## config.mk

```make
export PLATFORM = sky130hd
export DESIGN_NAME = wrw_watchdog
export DESIGN_NICKNAME = d
export VERILOG_FILES = /design/src/common/wrw_pkg.sv /design/src/hdl/wrw_watchdog.sv
export SDC_FILE = /design/constraint.sdc
export NUM_CORES = 1
export LEC_CHECK = 0
export BUFFER_PORTS_ARGS = -buffer_cell sky130_fd_sc_hd__buf_2
export CORE_ASPECT_RATIO = 1.5
export CORE_UTILIZATION = 50
export CTS_BUF_LIST = sky130_fd_sc_hd__clkbuf_2 sky130_fd_sc_hd__clkbuf_4 sky130_fd_sc_hd__clkbuf_8
export DETAILED_ROUTE_END_ITERATION = 16
export PLACE_DENSITY = 0.7
export SYNTH_ARGS = -nofsm -noshare
export SYNTH_HDL_FRONTEND = slang
export SYNTH_SLANG_ARGS = --single-unit
```

## constraint.sdc

```tcl
create_clock -name ref_clk -period 14.45 [get_ports ref_clk]
set_clock_uncertainty 0.2 [all_clocks]
set_input_delay 1.445 -clock ref_clk [delete_from_list [all_inputs] [get_ports ref_clk]]
set_output_delay 1.445 -clock ref_clk [all_outputs]
set_load 0.01 [all_outputs]
```

## src/common/wrw_pkg.sv

```systemverilog
// Functional notes
// - The count drops by one at every prescaler step of up to 16384 clock cycles.
// - While active, a count step from 40h to 3Fh starts a reset pulse.
// - The count runs whether or not the watchdog is active.
// - The low six count bits plus one give the timeout in prescaler steps, 1 to 64.
// - The watchdog is off after reset unless the hardware option is set, and a write can never turn it off.
// - A write with the activate bit set and the top bit clear resets now.
// - A halt while active with the halt option set gives a reset instead of entering halt.
// - A control write leaves the prescaler phase untouched.
// - Steps last 16384 clocks, some shortened by the timebase correction.
// - Timebase select picks the correction pair 4/59, 8/53, 20/35, 49/54.
// - Two option bits select an always-on watchdog and reset on halt.
// - Control holds activate in bit 7 and the count in 6:0, reset 7Fh.
// - With the hardware option the watchdog is active and bit 7 ignored.
package wrw_pkg;
    localparam int CLK_PERIOD_NS = 50;
    localparam int RST_PULSE_NS = 500;
    localparam int RST_PULSE_CYCLES =
        (RST_PULSE_NS + CLK_PERIOD_NS - 1) / CLK_PERIOD_NS;
    localparam logic [14:0] PRESC_PERIOD = 15'h4000;
    localparam int SHORT_BASE = 192;
    localparam int SHORT_MULT = 64;
    localparam logic [6:0] STEP_MAX = 7'h40;
    // Register offsets (byte addresses)
    localparam logic [7:0] CTRL_OFFSET = 8'h00;
    localparam logic [7:0] STATUS_OFFSET = 8'h04;
    // Control fields and reset value
    localparam int CTRL_ACT_BIT = 7;
    localparam int CTRL_TOP_BIT = 6;
    localparam logic [7:0] CTRL_RESET = 8'h7f;
    localparam logic [6:0] EXPIRY_COUNT = 7'h40;
    // Status fields
    localparam int ST_ACTIVE_BIT = 0;
    localparam int ST_BUSY_BIT = 1;
    localparam int ST_HW_BIT = 2;
    localparam int ST_HALT_BIT = 3;
    localparam int ST_TB_LSB = 4;
    localparam logic [1:0] RESP_OKAY = 2'h0;
    localparam logic [1:0] RESP_SLVERR = 2'h2;

    typedef enum logic [1:0] {SEL_CTRL, SEL_STATUS, SEL_NONE} wrw_sel_t;

    // Correction divisor per timebase
    function automatic logic [5:0] tb_msb(input logic [1:0] tb);
        unique case (tb)
            2'h0: return 6'h04;
            2'h1: return 6'h08;
            2'h2: return 6'h14;
            2'h3: return 6'h31;
        endcase
    endfunction : tb_msb

    // Correction offset per timebase
    function automatic logic [5:0] tb_lsb(input logic [1:0] tb);
        unique case (tb)
            2'h0: return 6'h3b;
            2'h1: return 6'h35;
            2'h2: return 6'h23;
            2'h3: return 6'h36;
        endcase
    endfunction : tb_lsb
endpackage : wrw_pkg

```

## src/hdl/wrw_watchdog.sv

```systemverilog
// Added by the designer: the AXI4-Lite slave port and the register offsets.
`timescale 1ns/1ns
module wrw_watchdog (
    input wire logic ref_clk,
    input wire logic resetn,
    input wire logic [7:0] awaddr,
    input wire logic awvalid,
    output logic awready,
    input wire logic [31:0] wdata,
    input wire logic [3:0] wstrb,
    input wire logic wvalid,
    output logic wready,
    output logic [1:0] bresp,
    output logic bvalid,
    input wire logic bready,
    input wire logic [7:0] araddr,
    input wire logic arvalid,
    output logic arready,
    output logic [31:0] rdata,
    output logic [1:0] rresp,
    output logic rvalid,
    input wire logic rready,
    input wire logic [1:0] timebase_select,
    input wire logic hw_watchdog_option,
    input wire logic halt_reset_option,
    input wire logic halt_exec,
    output logic halt_enter,
    output logic wdg_reset_req
);
    // Word decode shared by both bus channels
    function automatic wrw_pkg::wrw_sel_t decode(input logic [7:0] a);
        if (a[7:2] == wrw_pkg::CTRL_OFFSET[7:2]) begin
            return wrw_pkg::SEL_CTRL;
        end else if (a[7:2] == wrw_pkg::STATUS_OFFSET[7:2]) begin
            return wrw_pkg::SEL_STATUS;
        end
        return wrw_pkg::SEL_NONE;
    endfunction : decode

    // True when step n ends on a correction boundary
    function automatic logic short_step(input logic [6:0] n,
                                        input logic [5:0] m);
        logic [8:0] a;
        logic [8:0] b;
        a = {n, 2'b00};
        b = {n - 7'h01, 2'b00};
        return (a / {3'h0, m}) != (b / {3'h0, m});
    endfunction : short_step

    logic aw_held, next_aw_held;
    logic [7:0] aw_addr, next_aw_addr;
    logic w_held, next_w_held;
    logic [31:0] w_data, next_w_data;
    logic [3:0] w_strb, next_w_strb;
    logic next_bvalid;
    logic [1:0] next_bresp;
    logic next_rvalid;
    logic [1:0] next_rresp;
    logic [31:0] next_rdata;
    logic wr_go;
    logic [7:0] wr_addr;
    logic [31:0] wr_data;
    logic [3:0] wr_strb;
    logic ctrl_wr;

    logic act, next_act;
    logic [6:0] count, next_count;
    logic [14:0] presc, next_presc;
    logic [6:0] step_idx, next_step_idx;
    logic [5:0] cnt_wr, next_cnt_wr;
    logic [3:0] pulse_cnt, next_pulse_cnt;
    logic next_req;
    logic opt_taken, next_opt_taken;
    logic hw_opt, next_hw_opt;
    logic halt_opt, next_halt_opt;
    logic eff_active, tick, sw_rst, expiry, halt_rst, trigger;
    logic [6:0] step_inc;
    logic [14:0] period_next;
    logic [14:0] short_len;
    logic [31:0] status_word;

    assign awready = !aw_held && !bvalid;
    assign wready = !w_held && !bvalid;
    assign arready = !rvalid;

    // Write address and data join in either order
    always_comb begin
        wr_addr = aw_held ? aw_addr : awaddr;
        wr_data = w_held ? w_data : wdata;
        wr_strb = w_held ? w_strb : wstrb;
        wr_go = (aw_held || awvalid) && (w_held || wvalid) && !bvalid;
        ctrl_wr = wr_go && wr_strb[0]
                  && decode(wr_addr) == wrw_pkg::SEL_CTRL;
        next_aw_held = aw_held;
        next_aw_addr = aw_addr;
        next_w_held = w_held;
        next_w_data = w_data;
        next_w_strb = w_strb;
        next_bvalid = bvalid;
        next_bresp = bresp;
        if (bvalid && bready) begin
            next_bvalid = 1'b0;
        end
        if (wr_go) begin
            next_aw_held = 1'b0;
            next_w_held = 1'b0;
            next_bvalid = 1'b1;
            next_bresp = (decode(wr_addr) == wrw_pkg::SEL_NONE)
                         ? wrw_pkg::RESP_SLVERR : wrw_pkg::RESP_OKAY;
        end else begin
            if (awvalid && awready) begin
                next_aw_held = 1'b1;
                next_aw_addr = awaddr;
            end
            if (wvalid && wready) begin
                next_w_held = 1'b1;
                next_w_data = wdata;
                next_w_strb = wstrb;
            end
        end
    end

    always_ff @(posedge ref_clk or negedge resetn) begin
        if (!resetn) begin
            aw_held <= 1'b0;
            aw_addr <= 8'h00;
            w_held <= 1'b0;
            w_data <= 32'h0000_0000;
            w_strb <= 4'h0;
            bvalid <= 1'b0;
            bresp <= 2'h0;
        end else begin
            aw_held <= next_aw_held;
            aw_addr <= next_aw_addr;
            w_held <= next_w_held;
            w_data <= next_w_data;
            w_strb <= next_w_strb;
            bvalid <= next_bvalid;
            bresp <= next_bresp;
        end
    end

    // Read channel, one cycle answer
    always_comb begin
        status_word = 32'h0000_0000;
        status_word[wrw_pkg::ST_ACTIVE_BIT] = eff_active;
        status_word[wrw_pkg::ST_BUSY_BIT] = wdg_reset_req;
        status_word[wrw_pkg::ST_HW_BIT] = hw_opt;
        status_word[wrw_pkg::ST_HALT_BIT] = halt_opt;
        status_word[wrw_pkg::ST_TB_LSB +: 2] = timebase_select;
        next_rvalid = rvalid;
        next_rdata = rdata;
        next_rresp = rresp;
        if (rvalid && rready) begin
            next_rvalid = 1'b0;
        end
        if (arvalid && arready) begin
            next_rvalid = 1'b1;
            next_rresp = wrw_pkg::RESP_OKAY;
            unique case (decode(araddr))
                wrw_pkg::SEL_CTRL: next_rdata = {24'h0, act, count};
                wrw_pkg::SEL_STATUS: next_rdata = status_word;
                wrw_pkg::SEL_NONE: begin
                    next_rdata = 32'h0000_0000;
                    next_rresp = wrw_pkg::RESP_SLVERR;
                end
            endcase
        end
    end

    always_ff @(posedge ref_clk or negedge resetn) begin
        if (!resetn) begin
            rvalid <= 1'b0;
            rdata <= 32'h0000_0000;
            rresp <= 2'h0;
        end else begin
            rvalid <= next_rvalid;
            rdata <= next_rdata;
            rresp <= next_rresp;
        end
    end

    // Watchdog core: prescaler, count, activation and reset pulse
    always_comb begin
        eff_active = act || hw_opt;
        tick = (presc == 15'h0001);
        step_inc = (step_idx == wrw_pkg::STEP_MAX) ? step_idx
                   : step_idx + 7'h01;
        short_len = 15'((wrw_pkg::SHORT_BASE
                         + int'(wrw_pkg::tb_lsb(timebase_select)))
                        * wrw_pkg::SHORT_MULT);
        // Steps past a correction boundary are shortened
        if (step_inc <= {1'b0, cnt_wr}
            && short_step(step_inc, wrw_pkg::tb_msb(timebase_select))) begin
            period_next = short_len;
        end else begin
            period_next = wrw_pkg::PRESC_PERIOD;
        end
        // Prescaler is never reloaded by a write
        next_presc = tick ? period_next : presc - 15'h0001;
        next_act = act;
        next_count = count;
        next_step_idx = step_idx;
        next_cnt_wr = cnt_wr;
        if (ctrl_wr) begin
            next_act = act || wr_data[wrw_pkg::CTRL_ACT_BIT];
            next_count = wr_data[6:0];
            next_cnt_wr = wr_data[5:0];
            next_step_idx = 7'h00;
        end else if (tick) begin
            next_count = count - 7'h01;
            next_step_idx = step_inc;
        end
        sw_rst = ctrl_wr && !wr_data[wrw_pkg::CTRL_TOP_BIT]
                 && (eff_active || wr_data[wrw_pkg::CTRL_ACT_BIT]);
        expiry = tick && !ctrl_wr && eff_active
                 && count == wrw_pkg::EXPIRY_COUNT;
        halt_rst = halt_exec && eff_active && halt_opt;
        trigger = sw_rst || expiry || halt_rst;
        // Pulse is not retriggered while running
        if (pulse_cnt != 4'h0) begin
            next_pulse_cnt = pulse_cnt - 4'h1;
        end else if (trigger) begin
            next_pulse_cnt = 4'(wrw_pkg::RST_PULSE_CYCLES);
        end else begin
            next_pulse_cnt = 4'h0;
        end
        next_req = (next_pulse_cnt != 4'h0);
        // Option bits sampled once after reset release
        next_opt_taken = 1'b1;
        next_hw_opt = opt_taken ? hw_opt : hw_watchdog_option;
        next_halt_opt = opt_taken ? halt_opt : halt_reset_option;
    end

    assign halt_enter = halt_exec && !halt_rst;

    always_ff @(posedge ref_clk or negedge resetn) begin
        if (!resetn) begin
            act <= wrw_pkg::CTRL_RESET[wrw_pkg::CTRL_ACT_BIT];
            count <= wrw_pkg::CTRL_RESET[6:0];
            presc <= wrw_pkg::PRESC_PERIOD;
            step_idx <= 7'h00;
            cnt_wr <= wrw_pkg::CTRL_RESET[5:0];
            pulse_cnt <= 4'h0;
            wdg_reset_req <= 1'b0;
            opt_taken <= 1'b0;
            hw_opt <= 1'b0;
            halt_opt <= 1'b0;
        end else begin
            act <= next_act;
            count <= next_count;
            presc <= next_presc;
            step_idx <= next_step_idx;
            cnt_wr <= next_cnt_wr;
            pulse_cnt <= next_pulse_cnt;
            wdg_reset_req <= next_req;
            opt_taken <= next_opt_taken;
            hw_opt <= next_hw_opt;
            halt_opt <= next_halt_opt;
        end
    end
endmodule : wrw_watchdog

```

==> impl_results.md <==
- Dpl cell area: 8790 um2
- Peak Freq: roughly 0.073 GHz
- Layout cell share with drive strength beyond 1: roughly a fifth
- Routed vias/inst: roughly 6
- Max-Cap Viols: 0
- Top-count cell post-synth: nor2_1
- Top post-synthesis cells by count: nor2_1 (93), nand2_1 (90), ha_1 (76)
- Placed Instances: 1253
- H-tree lvl count: 3
- Gr ovfl total: 0
- Mapped Cells: 998
- Final setup vio count: 0
- PortBufs: roughly 50
- 1st-iter DRT viols: slightly above 200
- Ys async rst share: 100%
- Root Driver: clkbuf_8
- Starting Density: around half
- Total core area: between 15000 and 20000 um2
- Area taken by multi-input logic gates: 6150 um2
- YS warnings: 0
- Worst path max stage delay: 580 ps
- Vias in the first global route: roughly 7.4k
- Cts bufs inserted: 9
- Clock-pin slew on the worst setup and hold paths: roughly 80 ps
- Synth cell types: between 100 and 150
- Number of clock sinks: 73
- Tightest Pin Transition: 911 ps
- P&R area growth vs syn: 9.63%
- Worst skew pair latency: ~350 ps
- Cell depth of the worst setup path: 63
- Crit path max-delay family: simple AND/OR/NAND/NOR gates
- CP Class: register to register
- Post-synth EDFFs: 0
- Yosys reg bits: 73
- Sequential Area: around 1800 um2
- Post-synthesis cell area: 8330 um2
- Status: completed
- Top-area cell type share of the netlist area: approximately 18%
- Buf/Inv on CP: 6
- Antenna Nets Post-Route: 0
- Syn Area/Cell: roughly 8.3 um2
- Fin crit share: a little over nine tenths
- CTS tree: built
- I/O Pins: ~110
- DIE HEIGHT: roughly 160 um
- Wire length on met2: 11.0 mm
- Fillers: ~1.5k
- Post-DP HPWL: between 15 and 20 mm
- Critical-path maximum fanout: 9
- DR DRC count: 0
- Pre-CTS setup slack: around 140 ps
- Non-Filler Instances: roughly 1.3k
- Final Max Tran Viols: 0
- Final worst slack: 804 ps
- Initial antenna violation count: 0
- Register-to-register setup slack: about 800 ps
- First-pass GRT wire length: around 34 mm
- First drt pass iteration count: 5
- Cell repeated most along the worst path: ha_1
- Top FF cell, synth: dfrtp_1
- Die area: 17200 um2
- Highest routed layer: met4
- CTS max path bufs: 2
- RR Startpoint: step_idx[0]
- RR Endpoint: presc[8]
- Util after Layout: a little under three fifths
- Antenna cell count: 0
- WL met3: ~600 um
- Hold WC Path Type: register to register
- Global Route Usage Sum: approximately a quarter
- Max_slew headroom: about two fifths
- Seq/Total Area, Yosys: 22.1%
- Critical path startpoint category: register
- Ranking of synthesized cells by area: dfrtp_1 (18%), ha_1 (11%), dfstp_2 (4.4%), xnor2_1 (4.4%), mux2_2 (4.3%)
- Final Cell Area: between 9000 and 10000 um2
- WL final: slightly above 20 mm
- Die width: roughly 110 um
- Fin nets: between 1k and 1.5k
- Fin crit period: between 10000 and 15000 ps
- Number of hold buffers added after CTS: 0
- Worst Setup SP: step_idx[0]
- Synth area leader: dfrtp_1
- Crit-path slowest cell: or4b_2
- Largest net degree at the start of global routing: 74
- Num rows: 57
- Final Hold Vio Count: 0
- Worst Path Arrival: between 10000 and 15000 ps
- WL per Instance: ~16 um
- Critical Path RT: 14450 ps
- Final Wtd Congestion: just under 0.9
- Setup crit end kind: register
- Vias: 7609
- Worst R2R Path Depth: 63
- Critical Path End: presc[8]
- DRT met1 WL: about 8.0 mm
[layer usage]
layer,global-route usage [%],up-vias
met5,0,-
met4,11.8,0
met3,2.69,52
met2,46.3,157
met1,26.6,3643
li1,-,3757
[final cells by class]
type                            count  share of cell area (%)
Multi-Input combinational cell    852                    67.4
Sequential cell                    73                    20.2
Timing Repair Buffer               80                    5.40
Tap cell                          206                    2.82
Inverter                           50                    2.08
Clock buffer                       11                    1.66
Clock inverter                      5                   0.411
[worst min-delay path by stage]
stage | to | depth (start not counted) | slack (ps) | start
global placement | rdata[0] | 2 | 260 | rdata[0]
finish | rdata[5] | 2 | 290 | rdata[5]
detailed placement | rdata[5] | 2 | 270 | rdata[5]
CTS | rdata[5] | 2 | 290 | rdata[5]
floorplan | pulse_cnt[0] | 1 | 250 | pulse_cnt[0]
global route | rdata[5] | 2 | 320 | rdata[5]
[state kept, by name, indices dropped and copies added (netlist names)]
register	cells
act	1
aw_addr	6
aw_held	1
bresp	1
bvalid	1
cnt_wr	6
count	7
halt_opt	1
hw_opt	1
opt_taken	1
presc	15
pulse_cnt	4
rdata	8
rresp	1
rvalid	1
step_idx	7
w_data	8
w_held	1
w_strb	1
wdg_reset_req	1
[metrics by stage]
| step | hold WS, ps | setup TNS, ps |
|---|---|---|
| 2_1_floorplan | 247 | 0 |
| 4_1_cts | 287 | 0 |
| 3_3_place_gp | 259 | 0 |
| 3_5_place_dp | 267 | 0 |
| 6_report | 289 | 0 |
| 5_1_grt | 316 | -354 |
[logic make-up after synthesis]
group,after synthesis,synth area share [%]
simple gates,351,22.1
other cells,2,0.0902
fa+ha+maj,77,11.7
mux,54,6.97
compound gates,280,24.3
flops,73,22.1
buf+inv,98,6.05
xor+xnor,63,6.72
[worst min-delay path, delay by kind of cell (launching register included)]
family	cells	cell delay, ps
flops	1	350
compound gates	1	50
simple gates	1	50
[layout by cell type (no fill, tap or decap), drive strengths merged, types with 6 or more instances in the layout]
master | netlist | final
a211oi | 9 | 9
a21boi | 9 | 9
a21o | 20 | 20
a21oi | 63 | 63
a31oi | 13 | 13
and2 | 9 | 9
and3 | 7 | 7
buf | 35 | 80
clkbuf | 13 | 11
conb | 2 | 27
dfrtp | 59 | 59
dfstp | 14 | 14
ha | 76 | 76
inv | 50 | 51
mux2 | 32 | 32
mux2i | 22 | 22
nand2 | 90 | 90
nand2b | 16 | 16
nand3 | 15 | 15
nand4 | 10 | 10
nor2 | 93 | 93
nor2b | 10 | 10
nor3 | 36 | 36
nor4 | 9 | 9
o21a | 18 | 18
o21ai | 61 | 61
o22ai | 7 | 7
o31ai | 16 | 16
o32ai | 6 | 6
or2 | 11 | 11
or3 | 9 | 9
or4 | 8 | 8
or4b | 6 | 6
xnor2 | 42 | 42
xor2 | 21 | 21
[timing repair]
| item | in CTS | in global routing |
|---|---|---|
| buffers inserted | 0 | 8 |
| setup endpoints to repair | 0 | 9 |
| gates resized for setup | 0 | 25 |
Power is left out: the tool's default activity adds up to more than one toggle a clock period on the data nets, which glitch-free logic cannot reach.
